$ cat config.mk
export PLATFORM = sky130hd
export DESIGN_NAME = psna_sequencer
export DESIGN_NICKNAME = d
export VERILOG_FILES = /design/src/design/psna_pkg.sv /design/src/design/psna_sequencer.sv
export SDC_FILE = /design/constraint.sdc
export NUM_CORES = 1
export LEC_CHECK = 0
export ABC_AREA = 1
export BUFFER_PORTS_ARGS = -buffer_cell sky130_fd_sc_hd__buf_4
export CAP_MARGIN = 10
export CORE_UTILIZATION = 40
export CTS_CLUSTER_SIZE = 24
export DETAILED_ROUTE_END_ITERATION = 10
export HOLD_SLACK_MARGIN = 0.06
export PLACE_DENSITY = 0.63
export SYNTH_ARGS = -nofsm -noshare
export SYNTH_HDL_FRONTEND = slang
export SYNTH_SLANG_ARGS = --single-unit
export TNS_END_PERCENT = 100
$ cat constraint.sdc
create_clock -name clock_i -period 3.5 [get_ports clock_i]
set_input_delay 0.525 -clock clock_i [delete_from_list [all_inputs] [get_ports clock_i]]
set_output_delay 0.525 -clock clock_i [all_outputs]
set_load 0.05 [all_outputs]
$ cat src/design/psna_pkg.sv
// package: constants and carriers for the program sequencer next-address block
package psna_pkg;
	localparam int ADDR_W = 14;
	localparam int DATA_W = 16;
	localparam int COND_W = 4;
	localparam int NIRQ = 4;
	localparam int ARITHMETIC_FLAGS_W = 8;
	localparam int MODE_FLAGS_W = 4;
	localparam int PC_DEPTH = 16;
	localparam int CNT_DEPTH = 4;
	localparam int STS_DEPTH = 4;
	localparam int LOOP_DEPTH = 4;
	localparam logic [ADDR_W-1:0] PC_RESET = 14'h0000;
	localparam logic [ADDR_W-1:0] VECTOR_BASE = 14'h0000;
	localparam logic [ADDR_W-1:0] ADDR_ONE = 14'h0001;
	localparam logic [DATA_W-1:0] COUNT_ONE = 16'h0001;
	localparam logic [COND_W-1:0] COND_CE = 4'hE;

	typedef enum logic [6:0] {
		PSNA_OP_NEXT = 7'h01,
		PSNA_OP_JUMP = 7'h02,
		PSNA_OP_CALL = 7'h04,
		PSNA_OP_RTS = 7'h08,
		PSNA_OP_RTI = 7'h10,
		PSNA_OP_DO = 7'h20,
		PSNA_OP_INDIRECT = 7'h40
	} psna_op_t;

	typedef struct packed {
		psna_op_t op;
		logic cond_true;
		logic [ADDR_W-1:0] target;
		logic [COND_W-1:0] term_cond;
		logic load_count;
	} psna_instr_t;

	typedef struct packed {
		logic [ARITHMETIC_FLAGS_W-1:0] arithmetic_flags;
		logic [MODE_FLAGS_W-1:0] mode_flags;
		logic [NIRQ-1:0] interrupt_enable_mask;
	} psna_status_t;

	typedef struct packed {
		logic [ADDR_W-1:0] end_addr;
		logic [COND_W-1:0] cond;
	} psna_loop_t;
endpackage : psna_pkg

$ cat src/design/psna_sequencer.sv
// next-address selection and sequencer stacks
`timescale 1ns/10ps

// Overview of operation
// - linear flow increments pc, drives it on the address bus, reloads pc.
// - jump routes the 14-bit instruction target to the bus and pc.
// - call fetches the target and pushes pc plus one on the return stack.
// - subroutine return pops the return stack into pc.
// - taken interrupt aborts the fetch; only mask-enabled requests are taken.
// - interrupt entry pushes arithmetic, mode and mask flags on status stack.
// - interrupt entry pushes the unincremented pc on the return stack.
// - interrupt drives the vector of the serviced level onto bus and pc.
// - interrupt return pops return and status stacks, refetching aborted instruction.
// - counter load takes the new count from the data memory data bus.
// - counter load pushes the old count unless the counter is empty.
// - loop setup does no computation, executes once at loop entry.
// - loop setup pushes pc plus one, the loop start, on return stack.
// - same cycle, loop end address and condition are pushed on loop stack.
// - comparator checks fetch address against loop-stack end; linear until match.
// - match with false condition loops back to return stack top.
// - loop-back only reads return and loop stacks, no pops.
// - match with true condition pops return stack and continues at pc plus one.
// - loop exit also pops loop stack and count stack.
// - counter-expired comes from counter logic, other conditions from status logic.
// - indirect jump takes the second address generator value onto bus and pc.
// - request levels 0 to 3 vector to addresses 0000 to 0003.
// - highest unmasked level wins, level 3 highest.
// - aborted instruction on interrupt entry updates no data register.
// - taken transfer on loop last instruction suppresses all end-of-loop actions.
module psna_sequencer import psna_pkg::*; #(
	parameter int PC_D = PC_DEPTH,
	parameter int CNT_D = CNT_DEPTH,
	parameter int STS_D = STS_DEPTH,
	parameter int LOOP_D = LOOP_DEPTH
) (
	// clock and reset
	input wire logic clock_i,
	input wire logic srst_i,
	// instruction and operands
	input wire psna_instr_t instr_i,
	input wire logic [DATA_W-1:0] data_memory_data_bus_i,
	input wire logic [ADDR_W-1:0] second_address_generator_i,
	input wire logic status_cond_i,
	// interrupts and status
	input wire logic [NIRQ-1:0] irq_i,
	input wire psna_status_t status_i,
	// outputs
	output logic [ADDR_W-1:0] program_address_bus_o,
	output logic abort_o,
	output logic [NIRQ-1:0] irq_ack_o,
	output logic status_restore_o,
	output psna_status_t status_pop_o,
	output logic counter_expired_o,
	output logic [DATA_W-1:0] count_o
);
	typedef struct packed {
		logic [ADDR_W-1:0] pc;
		logic [PC_D-1:0][ADDR_W-1:0] pcs;
		logic [$clog2(PC_D+1)-1:0] pc_n;
		logic [STS_D-1:0] [$bits(psna_status_t)-1:0] sts;
		logic [$clog2(STS_D+1)-1:0] sts_n;
		logic [LOOP_D-1:0][$bits(psna_loop_t)-1:0] lps;
		logic [$clog2(LOOP_D+1)-1:0] lp_n;
		logic [CNT_D-1:0][DATA_W-1:0] cns;
		logic [$clog2(CNT_D+1)-1:0] cn_n;
		logic [DATA_W-1:0] count;
		logic count_valid;
		logic abort;
		logic [NIRQ-1:0] ack;
		logic restore;
		psna_status_t status_pop;
		logic [ADDR_W-1:0] program_address_bus;
	} psna_state_t;

	psna_state_t st;
	psna_state_t next_st;

	function automatic logic [NIRQ-1:0] prio_pick(input logic [NIRQ-1:0] req);
		logic [NIRQ-1:0] g;
		g = '0;
		for (int i = 0; i < NIRQ; i++) begin
			if (req[i]) begin
				g = '0;
				g[i] = 1'b1;
			end
		end
		return g;
	endfunction : prio_pick

	function automatic logic [ADDR_W-1:0] vec_of(input logic [NIRQ-1:0] g);
		logic [ADDR_W-1:0] v;
		v = VECTOR_BASE;
		for (int i = 0; i < NIRQ; i++) begin
			if (g[i]) begin
				v = VECTOR_BASE + ADDR_W'(i);
			end
		end
		return v;
	endfunction : vec_of

	// next-address mux source select
	typedef enum logic [4:0] {
		PSNA_SRC_INC = 5'h01,
		PSNA_SRC_INSTR = 5'h02,
		PSNA_SRC_VECTOR = 5'h04,
		PSNA_SRC_STACK = 5'h08,
		PSNA_SRC_DAG = 5'h10
	} psna_src_t;

	function automatic logic is_transfer(input psna_instr_t ins);
		logic t;
		t = 1'b0;
		if (ins.cond_true) begin
			unique case (ins.op)
				PSNA_OP_JUMP, PSNA_OP_CALL, PSNA_OP_RTS, PSNA_OP_RTI, PSNA_OP_INDIRECT: begin
					t = 1'b1;
				end
				PSNA_OP_NEXT, PSNA_OP_DO: begin
					t = 1'b0;
				end
			endcase
		end
		return t;
	endfunction : is_transfer

	function automatic logic cond_is_ce(input logic [COND_W-1:0] c);
		return c == COND_CE;
	endfunction : cond_is_ce

	logic [NIRQ-1:0] grant;
	logic take_irq;
	logic [ADDR_W-1:0] pc_inc;
	logic [ADDR_W-1:0] pc_top;
	psna_loop_t loop_top;
	logic in_loop;
	logic at_end;
	logic term_true;
	logic transfer;
	logic expired;
	logic pc_room;
	logic pc_any;
	logic sts_room;
	logic sts_any;
	logic lp_room;
	logic cn_room;
	logic cn_any;
	psna_src_t src;

	always_comb begin
		grant = prio_pick(irq_i & status_i.interrupt_enable_mask);
		take_irq = |grant;
		pc_inc = st.pc + ADDR_ONE;

		// stack occupancy
		pc_room = (st.pc_n < PC_D[$bits(st.pc_n)-1:0]);
		pc_any = (st.pc_n != '0);
		pc_top = pc_any ? st.pcs[st.pc_n - 1'b1] : pc_inc;
		sts_room = (st.sts_n < STS_D[$bits(st.sts_n)-1:0]);
		sts_any = (st.sts_n != '0);
		lp_room = (st.lp_n < LOOP_D[$bits(st.lp_n)-1:0]);
		cn_room = (st.cn_n < CNT_D[$bits(st.cn_n)-1:0]);
		cn_any = (st.cn_n != '0);

		// loop comparator and termination
		in_loop = (st.lp_n != '0);
		loop_top = in_loop ? psna_loop_t'(st.lps[st.lp_n - 1'b1]) : '0;
		at_end = in_loop && (st.pc == loop_top.end_addr);
		expired = st.count_valid && (st.count == COUNT_ONE);
		term_true = cond_is_ce(loop_top.cond) ? expired : status_cond_i;
		transfer = is_transfer(instr_i);

		src = PSNA_SRC_INC;
		next_st = st;
		next_st.abort = 1'b0;
		next_st.ack = '0;
		next_st.restore = 1'b0;
		if (take_irq) begin
			// aborted instruction has no effect; data path sees abort_o
			next_st.abort = 1'b1;
			next_st.ack = grant;
			src = PSNA_SRC_VECTOR;
			if (pc_room) begin
				next_st.pcs[st.pc_n] = st.pc;
				next_st.pc_n = st.pc_n + 1'b1;
			end
			if (sts_room) begin
				next_st.sts[st.sts_n] = status_i;
				next_st.sts_n = st.sts_n + 1'b1;
			end
		end else begin
			if (instr_i.load_count) begin
				if (st.count_valid && cn_room) begin
					next_st.cns[st.cn_n] = st.count;
					next_st.cn_n = st.cn_n + 1'b1;
				end
				next_st.count = data_memory_data_bus_i;
				next_st.count_valid = 1'b1;
			end
			if (transfer) begin
				unique case (instr_i.op)
					PSNA_OP_JUMP: begin
						src = PSNA_SRC_INSTR;
					end
					PSNA_OP_INDIRECT: begin
						src = PSNA_SRC_DAG;
					end
					PSNA_OP_CALL: begin
						src = PSNA_SRC_INSTR;
						if (pc_room) begin
							next_st.pcs[st.pc_n] = pc_inc;
							next_st.pc_n = st.pc_n + 1'b1;
						end
					end
					PSNA_OP_RTS, PSNA_OP_RTI: begin
						if (pc_any) begin
							src = PSNA_SRC_STACK;
							next_st.pc_n = st.pc_n - 1'b1;
						end
						if (instr_i.op == PSNA_OP_RTI && sts_any) begin
							next_st.status_pop = psna_status_t'(st.sts[st.sts_n - 1'b1]);
							next_st.restore = 1'b1;
							next_st.sts_n = st.sts_n - 1'b1;
						end
					end
					default: begin
						src = PSNA_SRC_INC;
					end
				endcase
			end else begin
				if (instr_i.op == PSNA_OP_DO) begin
					// setup only, no computation
					if (pc_room) begin
						next_st.pcs[st.pc_n] = pc_inc;
						next_st.pc_n = st.pc_n + 1'b1;
					end
					if (lp_room) begin
						next_st.lps[st.lp_n] = {instr_i.target, instr_i.term_cond};
						next_st.lp_n = st.lp_n + 1'b1;
					end
				end
				if (at_end) begin
					if (cond_is_ce(loop_top.cond) && !instr_i.load_count && st.count_valid) begin
						next_st.count = st.count - COUNT_ONE;
					end
					if (!term_true) begin
						if (pc_any) begin
							src = PSNA_SRC_STACK;
						end
					end else begin
						src = PSNA_SRC_INC;
						if (pc_any) begin
							next_st.pc_n = st.pc_n - 1'b1;
						end
						next_st.lp_n = st.lp_n - 1'b1;
						if (cn_any) begin
							next_st.count = st.cns[st.cn_n - 1'b1];
							next_st.cn_n = st.cn_n - 1'b1;
						end else begin
							next_st.count_valid = 1'b0;
						end
					end
				end
			end
		end

		// next-address mux
		unique case (src)
			PSNA_SRC_INC: begin
				next_st.program_address_bus = pc_inc;
			end
			PSNA_SRC_INSTR: begin
				next_st.program_address_bus = instr_i.target;
			end
			PSNA_SRC_VECTOR: begin
				next_st.program_address_bus = vec_of(grant);
			end
			PSNA_SRC_STACK: begin
				next_st.program_address_bus = pc_top;
			end
			PSNA_SRC_DAG: begin
				next_st.program_address_bus = second_address_generator_i;
			end
		endcase
		next_st.pc = next_st.program_address_bus;
	end

	always_ff @(posedge clock_i) begin
		if (srst_i) begin
			st <= '0;
			st.pc <= PC_RESET;
			st.program_address_bus <= PC_RESET;
		end else begin
			st <= next_st;
		end
	end

	assign program_address_bus_o = st.program_address_bus;
	assign abort_o = st.abort;
	assign irq_ack_o = st.ack;
	assign status_restore_o = st.restore;
	assign status_pop_o = st.status_pop;
	assign counter_expired_o = st.count_valid && (st.count == COUNT_ONE);
	assign count_o = st.count;
endmodule : psna_sequencer

Word-level counts from Yosys, hierarchy flattened
Cells that the tools add are included. Widths: inputs -> output; s select.

Register bits: 491. Latch bits: 0. Memory bits (writable): 0. ROM bits: 0. Input port bits: 80. Output and inout port bits: 53. Memories kept: 0.

Add/subtract/negate cells: 10. $mul: 0. Divide/modulo/power cells: 0. Magnitude comparators: 16. Equal/unequal tests: 20. Shift-type cells: 0. Multiplexer cells: 70. Bitwise logic cells: 4. Reductions and logical operators: 34.

Operators by type and width (number): $mux 229 (5); $bwmux 224 (2); $mux 224 (1); $bwmux 64 (2); $mux 16 (5); $mux 20 (4); $bwmux 72 (1); $mux 14 (5); $pmux 14 s5 (1); $bmux 16 s2 (2); $demux 16 s2 (2); $bmux 14 s4 (1); $demux 14 s4 (1); $mux 18 (3); $mux 5 (9); $bmux 18 s2 (1); $demux 18 s2 (1); $mux 3 (10); $lt 3x3->1 const B (9); $mux 19 (1); $mux 17 (1); $eq 16x1->1 const B (1); $mux 4 (4); $sub 16x1->16 const B (1); other kinds (44) (81).

Depth between registers and ports, before layout
Depth after elaboration: 12. Mapped depth: 23. Gate-level depth less buffers: 18.

Worst setup path before layout
Ideal clock, no wire load.

Path kind: register to register. From: register st[120] (netlist name). To: register st, in the netlist count_o[5]. Setup time: 0.127 ns. Arrival: 2.765 ns. Required time: 3.373 ns. Slack: 0.608 ns. Cell stages (with the launch flop): 22. Path buffers: 5. Cell sequence: dfxtp_1 -> buf_2 -> inv_1 -> buf_2 -> ha_1 -> buf_2 -> inv_1 -> buf_2 -> nand3_1 -> nand2_1 -> nand2_1 -> nand2_1 -> nand2_1 -> nor2_1 -> nand2_1 -> nor2_1 -> nand2_1 -> nor2_2 -> buf_2 -> a21oi_1 -> o21ai_0 -> o21ai_0.

Longest elaborated chain between the ends: 12.

Ends and longest elaborated chain: start: declaration (line psna_sequencer.sv:75) `psna_state_t st;`; start signal: assignment (line psna_sequencer.sv:293) `st <= next_st;`; $sub 3x1->3 (line psna_sequencer.sv:166) `loop_top = in_loop ? psna_loop_t'(st.lps[st.lp_n - 1'b1]) : '0;`; $bmux 18 s2 (line psna_sequencer.sv:166); $mux 18 (not written as such) (line psna_sequencer.sv:166); $mux 18 (line psna_sequencer.sv:166); $eq 4x4->1 (line psna_sequencer.sv:127) `return c == COND_CE;`; $logic_and 1x1->1 (2 in a row) (line psna_sequencer.sv:242) `if (cond_is_ce(loop_top.cond) && !instr_i.load_count && st.count_valid) begin`; $mux 16 (line psna_sequencer.sv:242); $mux 19 (line psna_sequencer.sv:255) `if (cn_any) begin`; $mux 20 (line psna_sequencer.sv:245) `if (!term_true) begin`; $mux 20 (*) (line psna_sequencer.sv:241) `if (at_end) begin`; $mux 20 (*) (line psna_sequencer.sv:199) `if (transfer) begin`.

Every way passes the cells marked *; elsewhere a longest branch is shown, timed or not. The select of a mux whose other input is x is not followed. A chain may end at the register's enable or synchronous reset.

Final worst setup path
From: register st[121] (netlist name). To: register st, in the netlist program_address_bus_o[0].

Longest elaborated chain between the ends: 12.

Ends and longest elaborated chain: $sub 3x1->3 (line psna_sequencer.sv:166); $bmux 18 s2 (line psna_sequencer.sv:166); $mux 18 (not written as such) (line psna_sequencer.sv:166); $mux 18 (line psna_sequencer.sv:166); $eq 4x4->1 (line psna_sequencer.sv:127); $mux 1 (line psna_sequencer.sv:169) `term_true = cond_is_ce(loop_top.cond) ? expired : status_cond_i;`; $mux 5 (line psna_sequencer.sv:245); $mux 5 (*) (line psna_sequencer.sv:241); $mux 5 (*) (line psna_sequencer.sv:199); $mux 5 (*) (line psna_sequencer.sv:177) `if (take_irq) begin`; $eq 5x5->1, or another cell as far along (line psna_sequencer.sv:267) `unique case (src)`; $pmux 14 s5 (*) (line psna_sequencer.sv:267).

Marks and branches as above.

==> key figures <==
Clock network
  • Clk root buf: clkbuf_16
  • Hold-fix buffers, CTS: 0
  • CTS Buf Count: 55
  • CTS tree: done
  • H-tree levels: 2
  • Longest Clk Path Bufs: 3
  • CTS clk-pin slew, worst paths: 0.06 ns
  • Clk_lat worst skew: 0.64 ns
  • CTS Sinks: 491

Worst setup path
  • Worst path most repeated cell: nand2_1
  • Levels on crit path: 16
  • CP Launch Type: flop
  • Crit-path max cell delay: 0.56 ns
  • Critical path's top delay family: simple AND/OR/NAND/NOR gates
  • Cell Chain, Critical Path: inv_1, ha_1, clkinvlp_4, buf_4, nand3_1, nand3_1, nand2_1, nand2_1, nor2_1, nand2_1, nor2_2, nand3_1, a21oi_1, nand4_1, nand2_1, inv_1
  • Crit Path Max Fanout: 6
  • CP max-delay cell: a21oi_1
  • Worst Setup End Kind: flop
  • CP Class: reg -> reg
  • Worst endpoint required time: 4.04 ns
  • Reg2Reg Depth: 16
  • Critical path arrival: 3.77 ns
  • Buf/Inv on CP: 4

Worst hold path
  • Hold Path Stages: 3
  • Hold WC Path Type: in -> reg

Drt
  • Wire per inst: 20.0 µm
  • Vias per cell: 5.78
  • Router iterations before antenna repair: 11
  • Residual DRC: 3
  • Initial DRC count: 3081
  • Final wirelength: 97700 µm
  • Routed Antenna Nets: 0
  • Detailed-route via count: 28200

STA
  • Final setup fails: 0
  • Setup TNS Final: 0 ns
  • Slew @ Worst Pin: 1.21 ns
  • Max Slew Vio Count: 0
  • Worst relative slew slack: 0.193
  • Clk_skew: 0.0349 ns
  • Tmin final: 3.24 ns
  • Worst hold slack: 0.142 ns
  • Tcrit/Tclk final: 0.925
  • Peak Freq: 309 MHz
  • Final Hold Fails: 0
  • Min setup slack post-route: 0.263 ns

Synthesis
  • Yosys warnings: 0
  • Ys async rst share: 0
  • Synth Cell Area: 26800 µm²
  • Syn Inst Count: 4004
  • Post-synthesis sequential area ratio: 0.366
  • Number of synthesized register bits: 491
  • Syn_nets: 4111
  • Syn_area_per_cell: 6.70 µm²
  • Count of different cell masters after synthesis: 49
  • Synth Flop Type: dfxtp_1
  • EDFF count, synth: 0

Outcome
  • Status: finished, violations left
  • Failing checks: design-rule violations

Final layout
  • Final-layout fill cell count: 6814
  • Antenna diode count: 0
  • Nets: 4088
  • P&R area growth vs syn: 13.4%
  • Fin util: 0.461
  • Share of cells above drive strength 1: 0.109

Power and ir drop
  • Overall power: 17.3 mW
  • Static Leak: 11.3 nW
  • PwrDens: 567 nW/µm²
  • Max VDD drop: 0.457 mV

Placed design
  • IO buf count: 132
  • Final HPWL DP: 64700 µm
  • GPL Wtd Cong: 0.926
  • Dpl ws: 0.0302 ns

Floorplan
  • # IOs: 133
  • Die W: 261 µm
  • Core ar.: 66100 µm²
  • Initial Util: 0.406
  • Die area: 68200 µm²
  • Row count: 94
  • Die Height: 261 µm

Global routing
  • Vias in the first global route: 25600
  • Total global routing overflow: 0
  • Largest net degree at the start of global routing: 143
  • GRT Overall Usage: 0.280
  • Antenna violations before repair: 1
  • Global-route wire length before repair: 150000 µm

Job
  • # Max-Cap Violations: 0
## layer usage
metal | vias to the layer above | wire (µm) | GRT usage
met4 | 2 | 4630 | 0.142
met1 | 13100 | 41100 | 0.368
met2 | 1260 | 44300 | 0.448
met5 | - | 13 | 0
li1 | 13600 | - | -
met3 | 296 | 7650 | 0.0384
## stage by stage
step | instance area [µm²] | cells
final | 30400 | 4890
after global routing | 30400 | 4890
after CTS | 30400 | 4884
after detailed placement | 28500 | 4782
after global placement | 28500 | 4782
after floorplan | 26800 | 4004
## synth_stat cells, types with 3 or more instances
cell type	instances	share of area
nand2_4	3	0.0013
nand2_1	614	0.086
buf_2	29	0.0054
inv_1	362	0.051
nor3_1	22	0.0041
o211ai_1	52	0.015
a21oi_1	552	0.10
ha_1	27	0.013
a31oi_1	139	0.032
inv_4	3	0.00070
nor2_1	201	0.028
buf_1	10	0.0014
xnor2_1	4	0.0013
nand3_1	263	0.049
o21ai_0	697	0.13
nand2_2	3	0.00070
buf_6	3	0.0013
xor2_1	17	0.0055
dfxtp_1	491	0.37
o2111ai_1	8	0.0026
buf_4	51	0.014
clkbuf_1	256	0.036
nand4_1	35	0.0082
clkinv_1	13	0.0018
a22oi_1	15	0.0042
inv_2	14	0.0020
a221oi_2	6	0.0034
o22ai_1	9	0.0021
a221oi_1	12	0.0039
a211oi_1	36	0.010
o21ai_1	9	0.0017
nor2_2	13	0.0030
nor2_4	10	0.0042
## registers in the layout, indices dropped and copies added, names as in the netlist
signal,flops
st,439
irq_ack_o,4
program_address_bus_o,14
abort_o,1
status_restore_o,1
count_o,16
status_pop_o,16
## cells by family after synthesis
family | share of synthesized area
AOI/OAI and AO/OA | 0.310
xor gates and xnor gates | 0.00685
adders and majority gates | 0.0126
buffers and inverters | 0.114
DFF | 0.366
muxes | 0.000373
and+or+nand+nor | 0.190
## path summary, 6_finish.rpt
path / start / to / slack, ns
setup / recovery: st[121] / program_address_bus_o[0] / 0.26
hold / removal: status_i[6] / st[204] / 0.14
setup reg to reg: st[121] / program_address_bus_o[0] / 0.26
hold reg to reg: st[144] / st[144] / 0.44
## layout by cell type, fill, tap and decap left out, drive strengths merged, types with 27 or more instances in the layout
cell type and instances:
o21ai 706, nand2 620, a21oi 553, dfxtp 491
inv 380, buf 268, nand3 266, nor2 226
a31oi 139, clkbuf 83, o211ai 52, a211oi 36
nand4 35, ha 27
## what timing repair did
| action | in CTS | in global routing |
|---|---|---|
| buffers inserted | 0 | 4 |
| cloned | 0 | 2 |
| endpoints found under the setup margin | 1 | 35 |
| resized for setup | 1 | 10 |
## power breakdown
group	total [mW]	internal, mW	switching, mW	leakage, nW
registers	6.24	5.98	0.262	3.99
clock network	6.05	3.53	2.51	0.923
logic	4.97	1.45	3.52	6.40
total	17.3	11.0	6.29	11.3
## tightest hold or removal path, cell delays in order
cell	delay [ns]
buf_4	0.10
nor2_1	0.04
nor2_1	0.08
## area by class of cell
type	count	area (µm²)	share of cell area
Timing Repair Buffer	268	2160	0.0710
Sequential cell	491	9830	0.323
Clock inverter	19	216	0.00711
Inverter	392	1490	0.0491
Clock buffer	83	1640	0.0540
Timing Repair inverter	2	12.5	0.000411
Multi-Input combinational cell	2771	14000	0.460
Tap cell	864	1080	0.0355
Note: power is estimated with default switching activity, not from simulation.
